**src/verilog/tpwm_pkg.sv**
```systemverilog
// Package for the three-phase PWM control block: register map, fields, reset values.
// Assumes a 32-bit AXI4-Lite register bus and a single 100 MHz clock.
package tpwm_pkg;
   // ----------------------------------------------------------------------
   // Register map (byte addresses)
   // ----------------------------------------------------------------------
   localparam logic [7:0] TPWM_MODE_OFS = 8'h00;
   localparam logic [7:0] TPWM_GENCTL_OFS = 8'h04;
   localparam logic [7:0] TPWM_PERIOD_OFS = 8'h08;
   localparam logic [7:0] TPWM_DUTYA_OFS = 8'h0C;
   localparam logic [7:0] TPWM_DUTYB_OFS = 8'h10;
   localparam logic [7:0] TPWM_DUTYC_OFS = 8'h14;
   localparam logic [7:0] TPWM_DEAD_OFS = 8'h18;
   localparam logic [7:0] TPWM_STATUS_OFS = 8'h1C;
   // ----------------------------------------------------------------------
   // Field positions and widths
   // ----------------------------------------------------------------------
   localparam int TPWM_CNT_W = 12;
   localparam int TPWM_DEAD_W = 8;
   localparam int TPWM_GEN_EN_BIT = 0;
   localparam int TPWM_SHAPE_LSB = 1;
   localparam int TPWM_HS_EN_LSB = 4;
   localparam int TPWM_LS_EN_LSB = 8;
   // ----------------------------------------------------------------------
   // Reset values
   // ----------------------------------------------------------------------
   localparam logic [1:0] TPWM_MODE_RST = 2'h0;
   localparam logic [TPWM_CNT_W-1:0] TPWM_PERIOD_RST = 12'h3E8;
   localparam logic [TPWM_DEAD_W-1:0] TPWM_DEAD_RST = 8'h04;
   // AXI responses
   localparam logic [1:0] TPWM_RESP_OK = 2'h0;
   localparam logic [1:0] TPWM_RESP_SLVERR = 2'h2;

   typedef enum logic [1:0] {TPWM_SH_UPDN, TPWM_SH_UP, TPWM_SH_DOWN, TPWM_SH_RSV} tpwm_shape_t;
   typedef enum {TPWM_M_SIX, TPWM_M_THREE, TPWM_M_GEN} tpwm_mode_t;

   // One phase's drive: value and enable of the output pin
   typedef struct packed {
      logic drive;
      logic oe;
   } tpwm_pin_t;
endpackage

```
**src/verilog/tpwm_ctrl.sv**
```systemverilog
// Three-phase PWM control: input decode in 6x/3x modes, internal generator mode.
// Assumes synchronous inputs, one 100 MHz clock, software over AXI4-Lite.
`timescale 1ns/1ps
`default_nettype none
module tpwm_ctrl #(
   parameter int CNT_W = tpwm_pkg::TPWM_CNT_W,
   parameter int DEAD_W = tpwm_pkg::TPWM_DEAD_W,
   parameter bit STRAP_VARIANT = 1'b0
) (
   input wire logic ref_clk,
   input wire logic rst,
   // AXI4-Lite slave
   input wire logic [7:0] s_axi_awaddr,
   input wire logic s_axi_awvalid,
   output logic s_axi_awready,
   input wire logic [31:0] s_axi_wdata,
   input wire logic [3:0] s_axi_wstrb,
   input wire logic s_axi_wvalid,
   output logic s_axi_wready,
   output logic [1:0] s_axi_bresp,
   output logic s_axi_bvalid,
   input wire logic s_axi_bready,
   input wire logic [7:0] s_axi_araddr,
   input wire logic s_axi_arvalid,
   output logic s_axi_arready,
   output logic [31:0] s_axi_rdata,
   output logic [1:0] s_axi_rresp,
   output logic s_axi_rvalid,
   input wire logic s_axi_rready,
   // Command inputs and strap
   input wire logic [2:0] high_side_cmd_in,
   input wire logic [2:0] low_side_cmd_in,
   input wire logic sleep_n_in,
   input wire logic mode_strap_in,
   // Phase outputs: level and output enable
   output logic [2:0] phase_out,
   output logic [2:0] phase_oe,
   output logic sync_ref_out
);
   // ----------------------------------------------------------------------
   // State
   // ----------------------------------------------------------------------
   typedef struct packed {
      logic aw_hold;
      logic [7:0] awaddr;
      logic w_hold;
      logic [31:0] wdata;
      logic [3:0] wstrb;
      logic bvalid;
      logic [1:0] bresp;
      logic rvalid;
      logic [31:0] rdata;
      logic [1:0] rresp;
      logic [1:0] mode_field;
      logic strap_mode;
      logic strap_taken;
      logic gen_en;
      logic gen_en_d;
      logic [1:0] shape;
      logic [2:0] hs_en;
      logic [2:0] ls_en;
      logic [CNT_W-1:0] period;
      logic [2:0][CNT_W-1:0] duty;
      logic [DEAD_W-1:0] dead;
      logic [CNT_W-1:0] cnt;
      logic cnt_up;
      logic [2:0] hs_q;
      logic [2:0] ls_q;
      logic [2:0][DEAD_W-1:0] dt_cnt;
      logic [2:0] out;
      logic [2:0] oe;
      logic sync;
   } tpwm_state_t;

   tpwm_state_t st_r;
   tpwm_state_t st_nxt;
   tpwm_pkg::tpwm_mode_t mode_sel;
   logic [2:0] hs_pwm;
   logic [2:0] ls_pwm;

   // ----------------------------------------------------------------------
   // Mode selection
   // ----------------------------------------------------------------------
   // Strap variant: high strap means three-input; otherwise decode field
   always_comb
   begin
      if (STRAP_VARIANT)
         mode_sel = st_r.strap_mode ? tpwm_pkg::TPWM_M_THREE : tpwm_pkg::TPWM_M_SIX;
      else if (st_r.mode_field == 2'h3)
         mode_sel = tpwm_pkg::TPWM_M_GEN;
      else if (st_r.mode_field == 2'h2)
         mode_sel = tpwm_pkg::TPWM_M_THREE;
      else
         mode_sel = tpwm_pkg::TPWM_M_SIX;
   end

   // ----------------------------------------------------------------------
   // Raw generated PWM per phase
   // ----------------------------------------------------------------------
   genvar g;
   generate
      for (g = 0; g < 3; g++)
      begin : g_cmp
         // Duty above counter drives high side; disabled holds low
         assign hs_pwm[g] = st_r.gen_en && st_r.hs_en[g] && (st_r.duty[g] > st_r.cnt);
         // Low side is complement of the duty compare, gated by gen_en and its own ls_en
         assign ls_pwm[g] = st_r.gen_en && st_r.ls_en[g] && !(st_r.duty[g] > st_r.cnt);
      end
   endgenerate

   // ----------------------------------------------------------------------
   // Next state
   // ----------------------------------------------------------------------
   always_comb
   begin
      logic wr_go;
      logic [7:0] rd_a;
      wr_go = 1'b0;
      rd_a = 8'h00;
      st_nxt = st_r;
      // Bus write channels: address and data taken in either order
      if (s_axi_awvalid && !st_r.aw_hold)
      begin
         st_nxt.aw_hold = 1'b1;
         st_nxt.awaddr = s_axi_awaddr;
      end
      if (s_axi_wvalid && !st_r.w_hold)
      begin
         st_nxt.w_hold = 1'b1;
         st_nxt.wdata = s_axi_wdata;
         st_nxt.wstrb = s_axi_wstrb;
      end
      if (st_r.bvalid && s_axi_bready)
         st_nxt.bvalid = 1'b0;
      wr_go = st_r.aw_hold && st_r.w_hold && !st_r.bvalid;
      if (wr_go)
      begin
         st_nxt.aw_hold = 1'b0;
         st_nxt.w_hold = 1'b0;
         st_nxt.bvalid = 1'b1;
         st_nxt.bresp = tpwm_pkg::TPWM_RESP_OK;
         // Registers are narrow; only lane 0 and 1 matter
         unique case (st_r.awaddr)
            tpwm_pkg::TPWM_MODE_OFS:
               if (st_r.wstrb[0]) st_nxt.mode_field = st_r.wdata[1:0];
            tpwm_pkg::TPWM_GENCTL_OFS:
            begin
               if (st_r.wstrb[0])
               begin
                  st_nxt.gen_en = st_r.wdata[tpwm_pkg::TPWM_GEN_EN_BIT];
                  st_nxt.shape = st_r.wdata[tpwm_pkg::TPWM_SHAPE_LSB +: 2];
                  st_nxt.hs_en = st_r.wdata[tpwm_pkg::TPWM_HS_EN_LSB +: 3];
               end
               if (st_r.wstrb[1]) st_nxt.ls_en = st_r.wdata[tpwm_pkg::TPWM_LS_EN_LSB +: 3];
            end
            tpwm_pkg::TPWM_PERIOD_OFS: st_nxt.period = st_r.wdata[CNT_W-1:0];
            tpwm_pkg::TPWM_DUTYA_OFS: st_nxt.duty[0] = st_r.wdata[CNT_W-1:0];
            tpwm_pkg::TPWM_DUTYB_OFS: st_nxt.duty[1] = st_r.wdata[CNT_W-1:0];
            tpwm_pkg::TPWM_DUTYC_OFS: st_nxt.duty[2] = st_r.wdata[CNT_W-1:0];
            tpwm_pkg::TPWM_DEAD_OFS: st_nxt.dead = st_r.wdata[DEAD_W-1:0];
            default: st_nxt.bresp = tpwm_pkg::TPWM_RESP_SLVERR;
         endcase
      end
      // Read channel: one cycle to answer
      if (st_r.rvalid && s_axi_rready)
         st_nxt.rvalid = 1'b0;
      if (s_axi_arvalid && !st_r.rvalid)
      begin
         rd_a = s_axi_araddr;
         st_nxt.rvalid = 1'b1;
         st_nxt.rresp = tpwm_pkg::TPWM_RESP_OK;
         st_nxt.rdata = 32'h0000_0000;
         unique case (rd_a)
            tpwm_pkg::TPWM_MODE_OFS: st_nxt.rdata[1:0] = st_r.mode_field;
            tpwm_pkg::TPWM_GENCTL_OFS:
            begin
               st_nxt.rdata[tpwm_pkg::TPWM_GEN_EN_BIT] = st_r.gen_en;
               st_nxt.rdata[tpwm_pkg::TPWM_SHAPE_LSB +: 2] = st_r.shape;
               st_nxt.rdata[tpwm_pkg::TPWM_HS_EN_LSB +: 3] = st_r.hs_en;
               st_nxt.rdata[tpwm_pkg::TPWM_LS_EN_LSB +: 3] = st_r.ls_en;
            end
            tpwm_pkg::TPWM_PERIOD_OFS: st_nxt.rdata[CNT_W-1:0] = st_r.period;
            tpwm_pkg::TPWM_DUTYA_OFS: st_nxt.rdata[CNT_W-1:0] = st_r.duty[0];
            tpwm_pkg::TPWM_DUTYB_OFS: st_nxt.rdata[CNT_W-1:0] = st_r.duty[1];
            tpwm_pkg::TPWM_DUTYC_OFS: st_nxt.rdata[CNT_W-1:0] = st_r.duty[2];
            tpwm_pkg::TPWM_DEAD_OFS: st_nxt.rdata[DEAD_W-1:0] = st_r.dead;
            tpwm_pkg::TPWM_STATUS_OFS:
            begin
               st_nxt.rdata[CNT_W-1:0] = st_r.cnt;
               st_nxt.rdata[16] = st_r.cnt_up;
               st_nxt.rdata[17] = st_r.sync;
               st_nxt.rdata[20 +: 3] = st_r.out;
               st_nxt.rdata[24 +: 3] = st_r.oe;
               st_nxt.rdata[28] = st_r.strap_mode;
            end
            default: st_nxt.rresp = tpwm_pkg::TPWM_RESP_SLVERR;
         endcase
      end
      // Strap caught once after reset; re-caught while asleep
      if (!st_r.strap_taken || !sleep_n_in)
      begin
         st_nxt.strap_mode = mode_strap_in;
         st_nxt.strap_taken = 1'b1;
      end
      // Reference counter, clocked by the system clock
      st_nxt.gen_en_d = st_r.gen_en;
      if (!st_r.gen_en || (mode_sel != tpwm_pkg::TPWM_M_GEN))
      begin
         st_nxt.cnt = (st_r.shape == 2'h1) ? '0 : st_r.period;
         st_nxt.cnt_up = (st_r.shape == 2'h1);
      end
      else if (!st_r.gen_en_d)
      begin
         st_nxt.cnt = (st_r.shape == 2'h1) ? '0 : st_r.period;
         st_nxt.cnt_up = (st_r.shape == 2'h1);
      end
      else
      begin
         unique case (tpwm_pkg::tpwm_shape_t'(st_r.shape))
            tpwm_pkg::TPWM_SH_UPDN:
            begin
               // V shape: down to zero, up to period
               if (st_r.cnt_up)
               begin
                  if (st_r.cnt >= st_r.period)
                  begin
                     st_nxt.cnt_up = 1'b0;
                     st_nxt.cnt = st_r.cnt - 1'b1;
                  end
                  else
                     st_nxt.cnt = st_r.cnt + 1'b1;
               end
               else if (st_r.cnt == '0)
               begin
                  st_nxt.cnt_up = 1'b1;
                  st_nxt.cnt = st_r.cnt + 1'b1;
               end
               else
                  st_nxt.cnt = st_r.cnt - 1'b1;
            end
            tpwm_pkg::TPWM_SH_UP:
               st_nxt.cnt = (st_r.cnt >= st_r.period) ? '0 : st_r.cnt + 1'b1;
            tpwm_pkg::TPWM_SH_DOWN:
               st_nxt.cnt = (st_r.cnt == '0) ? st_r.period : st_r.cnt - 1'b1;
            default: st_nxt.cnt = st_r.cnt;
         endcase
      end
      // Dead time per phase and output drive
      st_nxt.sync = (mode_sel == tpwm_pkg::TPWM_M_GEN) && low_side_cmd_in[1];
      for (int i = 0; i < 3; i++)
      begin
         st_nxt.hs_q[i] = hs_pwm[i];
         st_nxt.ls_q[i] = ls_pwm[i];
         if (hs_pwm[i] != st_r.hs_q[i] || ls_pwm[i] != st_r.ls_q[i])
            st_nxt.dt_cnt[i] = st_r.dead;
         else if (st_r.dt_cnt[i] != '0)
            st_nxt.dt_cnt[i] = st_r.dt_cnt[i] - 1'b1;
         unique case (mode_sel)
            tpwm_pkg::TPWM_M_SIX:
            begin
               st_nxt.oe[i] = high_side_cmd_in[i] ^ low_side_cmd_in[i];
               st_nxt.out[i] = high_side_cmd_in[i];
            end
            tpwm_pkg::TPWM_M_THREE:
            begin
               st_nxt.oe[i] = low_side_cmd_in[i];
               st_nxt.out[i] = high_side_cmd_in[i];
            end
            tpwm_pkg::TPWM_M_GEN:
            begin
               // Switches turn on only once the dead interval has run out
               if (st_nxt.dt_cnt[i] != '0 || (hs_pwm[i] && ls_pwm[i]))
               begin
                  st_nxt.oe[i] = 1'b0;
                  st_nxt.out[i] = 1'b0;
               end
               else
               begin
                  st_nxt.oe[i] = hs_pwm[i] | ls_pwm[i];
                  st_nxt.out[i] = hs_pwm[i];
               end
            end
         endcase
      end
   end

   // ----------------------------------------------------------------------
   // Registers
   // ----------------------------------------------------------------------
   always_ff @(posedge ref_clk)
   begin
      if (rst)
      begin
         st_r <= '0;
         st_r.mode_field <= tpwm_pkg::TPWM_MODE_RST;
         st_r.period <= tpwm_pkg::TPWM_PERIOD_RST;
         st_r.cnt <= tpwm_pkg::TPWM_PERIOD_RST;
         st_r.dead <= tpwm_pkg::TPWM_DEAD_RST;
      end
      else
         st_r <= st_nxt;
   end

   // Outputs straight from flops
   assign s_axi_awready = !st_r.aw_hold;
   assign s_axi_wready = !st_r.w_hold;
   assign s_axi_bvalid = st_r.bvalid;
   assign s_axi_bresp = st_r.bresp;
   assign s_axi_arready = !st_r.rvalid;
   assign s_axi_rvalid = st_r.rvalid;
   assign s_axi_rdata = st_r.rdata;
   assign s_axi_rresp = st_r.rresp;
   assign phase_out = st_r.out;
   assign phase_oe = st_r.oe;
   assign sync_ref_out = st_r.sync;
endmodule // tpwm_ctrl
`default_nettype wire

```
**config.mk**
```make
export PLATFORM = sky130hd
export DESIGN_NAME = tpwm_ctrl
export DESIGN_NICKNAME = d
export VERILOG_FILES = /design/src/verilog/tpwm_pkg.sv /design/src/verilog/tpwm_ctrl.sv
export SDC_FILE = /design/constraint.sdc
export NUM_CORES = 1
export LEC_CHECK = 0
export BUFFER_PORTS_ARGS = -buffer_cell sky130_fd_sc_hd__buf_4
export CAP_MARGIN = 20
export CORE_UTILIZATION = 55
export DETAILED_ROUTE_END_ITERATION = 12
export PLACE_DENSITY = 0.74
export REMOVE_ABC_BUFFERS = 1
export SLEW_MARGIN = 30
export SYNTH_ARGS = -nofsm -noshare
export SYNTH_HDL_FRONTEND = slang
export SYNTH_SLANG_ARGS = --single-unit
```
**constraint.sdc**
```tcl
create_clock -name ref_clk -period 3.2 [get_ports ref_clk]
set_clock_uncertainty 0.1 [all_clocks]
set_input_delay 0.16 -clock ref_clk [delete_from_list [all_inputs] [get_ports ref_clk]]
set_output_delay 0.16 -clock ref_clk [all_outputs]
set_load 0.02 [all_outputs]
```
Word level (Yosys, flattened, before mapping)
Cells that the tools add are included. W data, S select, Z words.

Order comparisons: 4. Reductions and logical operators: 66. Add/subtract/negate cells: 5. Mux-type cells: 49. Equal/unequal tests: 29. Bitwise logic cells: 6.

Operators by type and width (number): $mux W12 (5); $eq A8 B5 Y1 const B (7); $mux W8 (6); $reduce_bool A8 Y1 (6); $mux W13 (3); $gt A12 B12 Y1 (3); $pmux W12 S3 (1); $mux W35 (1); $eq A32 B1 Y1 const B (1); $eq A32 B2 Y1 const B (1); $eq A32 B3 Y1 const B (1); $eq A8 B4 Y1 const B (4); $logic_not A32 Y1 (1); $ne A32 B3 Y1 const B (1); $sub A8 B1 Y8 const B (3); $logic_and A1 B1 Y1 (23); $pmux W3 S7 (1); $pmux W3 S6 (1); $eq A8 B3 Y1 const B (2); $logic_not A8 Y1 (2); $pmux W2 S8 (1); $mux W1 (13); $add A12 B1 Y12 const B (1); $ge A12 B12 Y1 (1); other kinds (25) (70).

Output and inout port bits: 48. Flip-flop bits (word level): 171.

Logic depth before layout (Yosys ltp)
Gate-level depths: netlist of the first run.

Word-level depth: 10. Mapped depth: 12. Mapped depth without buffers: 9.

Worst setup path after synthesis of the first run
No wires, ideal clock.

Path kind: register to register. From: register st_r[39] in the netlist's numbering. To: register st_r (netlist bit phase_oe[0]). Cell stages (with the launch flop): 11. Period minus slack after synthesis: 2864 ps. Path slack: 336 ps. Required time: 3008 ps. Setup time: 92 ps. Data arrival time: 2672 ps. Cells stage by stage: dfxtp_1 clkbuf_1 inv_1 ha_1 nor2b_1 o211ai_1 a211oi_1 or3_1 o221ai_1 mux2_2 o32ai_1.

Longest elaborated chain between the ends: 10.

Ends and longest elaborated chain: from (decl) (RTL line tpwm_ctrl.sv:75) `tpwm_state_t st_r;`; from (signal assigned) (RTL line tpwm_ctrl.sv:301) `st_r <= st_nxt;`; $gt A12 B12 Y1 * (RTL line tpwm_ctrl.sv:105, tpwm_ctrl.sv:107); $logic_not A1 Y1 (RTL line tpwm_ctrl.sv:107) `assign ls_pwm[g] = st_r.gen_en && st_r.ls_en[g] && !(st_r.duty[g] > st_r.cnt);`; $logic_and A1 B1 Y1 (RTL line tpwm_ctrl.sv:107); $ne A1 B1 Y1 (RTL line tpwm_ctrl.sv:254) `if (hs_pwm[i] != st_r.hs_q[i] || ls_pwm[i] != st_r.ls_q[i])`; $logic_or A1 B1 Y1 (RTL line tpwm_ctrl.sv:254); $mux W8 (RTL line tpwm_ctrl.sv:254); $reduce_bool A8 Y1 (RTL line tpwm_ctrl.sv:272) `if (st_nxt.dt_cnt[i] != '0 || (hs_pwm[i] && ls_pwm[i]))`; $logic_or A1 B1 Y1 (RTL line tpwm_ctrl.sv:272); $mux W1 * (RTL line tpwm_ctrl.sv:272); $pmux W1 S3 * (RTL line tpwm_ctrl.sv:258) `unique case (mode_sel)`.

Every way passes the cells marked *; elsewhere a longest branch is shown, timed or not. A chain may end at the register's enable or synchronous reset.

Final worst setup path of the first run
From: register st_r[45] in the netlist's numbering. To: register st_r (netlist bit phase_oe[1]).

Same word-level chain as after synthesis.

==> results of run 1 <==
[critical path: stages (launching register included)]
cell,delay [ns]
dfxtp_1,0.49
inv_1,0.20
ha_1,0.37
a21oi_1,0.12
o21ai_0,0.12
a221oi_1,0.43
o31ai_1,0.18
o221ai_1,0.22
buf_4,0.26
mux2i_1,0.27
o22ai_1,0.10
[through the flow]
stage / utilization [%] / hold WS [ns]
floorplan: - / 0.129
finish: 65.1 / 0.00310
global route: 65.1 / 0.0609
global placement: 59.8 / 0.254
detailed placement: 59.8 / 0.252
CTS: 65.1 / 0.000455
[worst max-delay path by stage]
stage / startpoint / slack (ns) / depth (start not counted) / to
3_3_place_gp: st_r[97] / 0.32 / 9 / st_r[49]
6_report: st_r[45] / 0.21 / 10 / phase_oe[1]
4_1_cts: st_r[43] / 0.24 / 10 / st_r[11]
5_1_grt: st_r[43] / 0.06 / 10 / st_r[11]
3_5_place_dp: st_r[43] / 0.27 / 8 / st_r[49]
2_1_floorplan: st_r[39] / 0.05 / 9 / phase_oe[0]
[layer usage]
| layer | vias to the layer above | share of wire [%] | global-route usage [%] |
|---|---|---|---|
| li1 | 4556 | - | - |
| met5 | - | 0 | 0 |
| met2 | 449 | 44 | 49.7 |
| met3 | 69 | 8.7 | 5.82 |
| met1 | 4460 | 44 | 42.0 |
| met4 | 0 | 3.2 | 13.5 |
[final cells by class]
type	count	area, µm²	share of cell area, %
Clock inverter	15	174	1.48
Sequential cell	169	3380	28.7
Timing Repair Buffer	156	1260	10.7
Tap cell	229	287	2.43
Inverter	49	184	1.56
Multi-Input combinational cell	927	6070	51.5
Clock buffer	17	425	3.61
[logic make-up (layout without fill, tap and decap cells)]
logic type | count (synthesis) | after routing | share of synthesized area (%)
compound gates | 268 | 268 | 17.2
xor+xnor | 37 | 37 | 3.18
fa+ha+maj | 60 | 60 | 7.36
buf+inv | 166 | 237 | 7.92
flops | 169 | 169 | 33.1
mux | 107 | 107 | 10.7
other cells | 1 | 13 | 0.0367
simple gates | 442 | 442 | 20.5
[where the power goes]
| part | switching, W | internal [W] |
|---|---|---|
| logic | 0.000741 | 0.000702 |
| clock network | 0.00100 | 0.00112 |
| registers | 0.000189 | 0.00227 |
| total | 0.00193 | 0.00409 |
[cells in the mapped netlist, types with 5 or more instances]
cell type	n	share of area, %
xor2_1	7	0.60
a22oi_1	19	1.4
and3_1	12	0.74
buf_2	13	0.64
ha_1	60	7.4
dfxtp_1	169	33
o21ai_0	34	1.7
nand3_1	26	1.3
mux2i_1	98	9.6
nand2b_1	8	0.49
o22ai_1	10	0.61
and4_1	6	0.51
o211ai_1	15	1.1
o31ai_1	10	0.74
mux2_2	7	0.77
xnor2_1	30	2.6
or3_1	17	1.0
inv_1	48	1.8
a221oi_1	13	1.1
nor4_1	14	0.86
o221ai_1	6	0.51
a21o_1	13	0.96
nor2b_1	15	0.92
a21oi_1	94	4.6
nand2_1	131	4.8
nor3_1	26	1.3
a211oi_1	18	1.3
clkbuf_1	58	2.1
o32ai_1	5	0.43
nand4_1	17	1.0
buf_4	43	3.2
nor2_1	147	5.4
[what timing repair did]
item                                    CTS  global route
hold endpoints to repair                 33             0
hold buffers                             35             0
gates resized for setup                   0             1
endpoints found under the setup margin    0             1
[registers in the layout, indices dropped and copies added, names as in the netlist]
register and flops:
sync_ref_out 1, phase_oe 3, s_axi_bvalid 1, st_nxt 1, s_axi_bresp 1, s_axi_rdata 21, st_r 136, phase_out 3
s_axi_rresp 1, s_axi_rvalid 1
==> reports/qor.yml, run 1 <==
global_route:
  grt_usage_pct: 31.4
  grt_pass1_vias: 8958
  antenna_found_initial: 0
  grt_max_degree: 72
  grt_pass1_wl_um: 47300
  grt-ovfl-total: 0
clock_network:
  cts_tree: "yes"
  max-clock-path-buffers: 2
  path_clk_slew_ns: 0.07
  post-cts-setup-buffers: 0
  worst_skew_pair.late_latency_ns: 0.44
  cts_sinks: 169
  cts_root_buffer: "clkbuf_16"
  numCtsBuffers: 17
  htreeDepth: 4
floorplan:
  rows: 49
  die_area_mm2: 0.0191
  fp.coreArea_mm2: 0.0181
  dieHeight_um: 138
  initial_utilization_pct: 56.4
  die_w_um: 138
  ioPinCount: 115
finish:
  final_common_cell: "dfxtp_1"
  finalNonFillerCells: 1562
  mostFrequentLayoutCells: "dfxtp_1, nor2_1, nand2_1"
  area_delta_synth_final_pct: 15.4
  nets: 1447
  finalInstanceArea_mm2: 0.0118
  fill_cells: 1540
  drive_above_1_share_pct: 13.5
  insertedDiodeCount: 0
sta:
  max_freq_mhz: 334
  slew_headroom_pct: 36.8
  post-route-period-util_pct: 93.5
  max_slew.worst_pin.slew_ns: 0.946
  finalSetupViolations: 0
  final-hold-violation-count: 0
  setup_tns_ns: 0
  fin_ws_ns: 0.209
  slew_violations: 0
  min_period_ns: 2.99
  rsz0062_at_grt: "false"
placed_design:
  numPortBuffers: 79
  dp_hpwl_um: 20800
  gp_congestion: 0.924
  placement.cell_area_mm2: 0.0108
  dp_slack_ns: 0.265
  placedCellCount: 1495
routing:
  routed_via_density: 6.10
  wl_per_cell_um: 19.1
  drtAntennaViolNets: 0
  drt_iter0_markers: 978
  drc_errors: 20
  vias: 9534
  firstDrtPassIters: 9
  totalWireLength_um: 29900
synthesis:
  yosysSeqAreaShare_pct: 33.1
  syn_inst: 1250
  ys.flop_type: "dfxtp_1"
  syn_area_per_cell_um2: 8.16
  syn_area_mm2: 0.0102
  synth_seq_cells: 169
  synth_warnings: 0
  ys_async_sr_fraction_pct: 0
  synth_cell_types: 69
  synth_edf_count: 0
power:
  ir_drop_mv: 0.558
  powerDensity_mw_per_mm2: 511
  power.leakage_nw: 5.06
  power.total_w: 0.00602
critical_path:
  reg2regPathDepth: 10
  setup.worst_path.class: "register to register"
  reg2reg_to: "phase_oe[1]"
  crit_fanout: 14
  end_kind: "register"
  rrSetupSlack_ns: 0.21
  rr_startpoint: "st_r[45]"
  cp.required_ns: 3.41
  start_kind: "register"
  crit_arrival_ns: 3.20
min_path:
  holdPathEnd: "phase_oe[2]"
  hold_start: "low_side_cmd_in[2]"
  min_delay_path_depth: 4
  holdCritPathClass: "input pin to register"
flow_run:
  cap_violations: 0
status:
  outcome: "finished, violations left"
  violations: "DRC"
Power figures use the tool's default switching activity.
==> run 2: changes to the inputs <==
- clock period: 3.2 -> 3.22 ns (I/O delays scaled with it)
==> run 2 against run 1 <==
Against the previous run:
- worst hold slack gained 0.10 ns
- core utilization grew 0.27 points
- the flow still finishes with violations (DRC)
- count of clock-buffer cells in the layout rose by 2
- critical path type unchanged
- largest cell class unchanged
- global-route usage increased by 0.33 points
- critical path depth decreased by 1
==> reports/qor.yml, run 2 (synthesis results as in run 1) <==
sta:
  max_freq_mhz: 331  # was 334 MHz
  slew_headroom_pct: 37.6  # was 36.8%
  final-hold-violation-count: 0  # unchanged
  finalSetupViolations: 0  # unchanged
  setup_tns_ns: 0  # unchanged
  min_period_ns: 3.02  # was 2.99 ns
  max_slew.worst_pin.slew_ns: 0.935  # was 0.946 ns
  slew_violations: 0  # unchanged
  rsz0062_at_grt: "false"  # unchanged
  post-route-period-util_pct: 93.8  # was 93.5%
clock_network:
  worst_skew_pair.late_latency_ns: 0.44  # about the same
  numCtsBuffers: 17  # unchanged
  cts_tree: "yes"  # unchanged
  cts_root_buffer: "clkbuf_16"  # unchanged
  max-clock-path-buffers: 2  # unchanged
  htreeDepth: 4  # unchanged
  path_clk_slew_ns: 0.07  # about the same
  cts_sinks: 169  # unchanged
routing:
  firstDrtPassIters: 9  # unchanged
  routed_via_density: 6.09  # was 6.10
  drc_errors: 20  # unchanged
  drtAntennaViolNets: 0  # unchanged
  drt_iter0_markers: 943  # was 978
  vias: 9512  # was 9534
  totalWireLength_um: 29800  # was 29900 µm
  wl_per_cell_um: 19.1  # about the same
placed_design:
  placedCellCount: 1495  # unchanged
  numPortBuffers: 79  # unchanged
  dp_hpwl_um: 20600  # was 20800 µm
  gp_congestion: 0.947  # was 0.924
min_path:
  holdCritPathClass: "input pin to register"  # unchanged
critical_path:
  start_kind: "register"  # unchanged
  cp.required_ns: 3.49  # was 3.41 ns
  crit_family: "simple AND/OR/NAND/NOR gates"  # was compound AO/OA/AOI/OAI gates
  worst_path_max_delay_cell: "or3_1"  # was dfxtp_1
  crit_fanout: 15  # was 14
  crit_arrival_ns: 3.29  # was 3.20 ns
  cp_slowest_stage_delay_ns: 0.50  # was 0.49 ns
  cp_num_buf_inv: 2  # unchanged
  path_cells: "inv_1 -> ha_1 -> nand4_1 -> or3_1 -> o31ai_2 -> o221ai_1 -> buf_4 -> or3_1 -> a21oi_1"  # was inv_1 -> ha_1 -> a21oi_1 -> o21ai_0 -> a221oi_1 -> o31ai_1 -> o221ai_1 -> buf_4 -> mux2i_1 -> o22ai_1
  setup.worst_path.class: "register to register"  # unchanged
  cp_common_cell: "or3_1"
  end_kind: "register"  # unchanged
power:
  power.leakage_nw: 5.09  # was 5.06 nW
  power.total_w: 0.00609  # was 0.00602 W
  ir_drop_mv: 0.467  # was 0.558 mV
  powerDensity_mw_per_mm2: 515  # was 511 mW/mm²
floorplan:
  die_w_um: 138  # unchanged
  die_area_mm2: 0.0191  # unchanged
  rows: 49  # unchanged
  dieHeight_um: 138  # unchanged
  initial_utilization_pct: 56.4  # unchanged
  fp.coreArea_mm2: 0.0181  # unchanged
  ioPinCount: 115  # unchanged
finish:
  final_common_cell: "dfxtp_1"  # unchanged
  fill_cells: 1477  # was 1540
  regArea_mm2: 0.00338  # unchanged
  finalNonFillerCells: 1563  # was 1562
  top_register: "st_r"  # unchanged
  largest_reg_flops: 136  # unchanged
  insertedDiodeCount: 0  # unchanged
  multi_input_area_mm2: 0.00607  # unchanged
  mostFrequentLayoutCells: "dfxtp_1, nor2_1, nand2_1"  # unchanged
  nets: 1448  # was 1447
  area_delta_synth_final_pct: 15.9  # was 15.4%
  drive_above_1_share_pct: 13.5  # about the same
global_route:
  grt.busiest_layer: "met2"  # unchanged
  grt_max_degree: 62  # was 72
  met2_usage_pct: 51.1  # was 49.7%
  grt-ovfl-total: 0  # unchanged
  use_met1_pct: 40.9  # was 42.0%
  grt_pass1_wl_um: 47700  # was 47300 µm
  grt_usage_pct: 31.7  # was 31.4%
  antenna_found_initial: 0  # unchanged
  grt_pass1_vias: 8871  # was 8958
  grtUsageMet3_pct: 8.80  # was 5.82%
flow_run:
  cap_violations: 0  # unchanged
status:
  violations: "DRC"  # unchanged
  outcome: "finished, violations left"  # unchanged
-- run 2: layout make-up --
cell class                      instances  area share [%]
Inverter                               49            1.56
Clock inverter                         13            1.54
Multi-Input combinational cell        927            51.3
Clock buffer                           19            3.75
Timing Repair Buffer                  157            10.8
Tap cell                              229            2.42
Sequential cell                       169            28.6
-- run 2: per-stage QoR --
step	hold slack [ns]	utilization, %	cell area [µm²]	setup WS, ns
after floorplan	0.130	-	9630	0.0736
after global placement	0.255	59.9	10800	0.245
after detailed placement	0.256	59.9	10800	0.315
after CTS	0.105	65.4	11800	0.228
after global routing	0.140	65.4	11800	0.0100
final	0.107	65.4	11800	0.200
-- run 2: where the power goes --
group          total, W  internal (W)  switching (W)  leakage [nW]
registers       0.00245       0.00226       0.000189          1.38
logic           0.00144      0.000697       0.000744          3.41
clock network   0.00221       0.00126       0.000941         0.304
-- run 2: path summary, 6_finish.rpt --
path | startpoint | endpoint | slack (ns) | cells after the start
min | rst | st_r[16] | 0.11 | 2
max | st_r[47] | st_r[9] | 0.20 | 9
max reg2reg | st_r[47] | st_r[9] | 0.20 | 9
min reg2reg | st_r[159] | st_r[159] | 0.36 | 2
-- run 2: worst register-to-register path, delay by kind of cell, from the launching register on --
family,cells,cell delay [ns]
flops,1,0.43
compound gates,3,0.56
buf+inv,2,0.44
simple gates,3,1.07
fa+ha+maj,1,0.36
-- run 2: metal layers --
metal / wire length, µm / share of wire, %
met1: 12700 / 43
met2: 13500 / 45
met5: 0 / 0
met4: 715 / 2.4
met3: 2910 / 9.8
-- run 2: what timing repair did --
action / CTS / global route
setup endpoints to repair: 0 / 1
hold endpoints to repair: 34 / 0
hold buffers: 36 / 0
gates resized for setup: 0 / 1
buffers inserted: 0 / 0
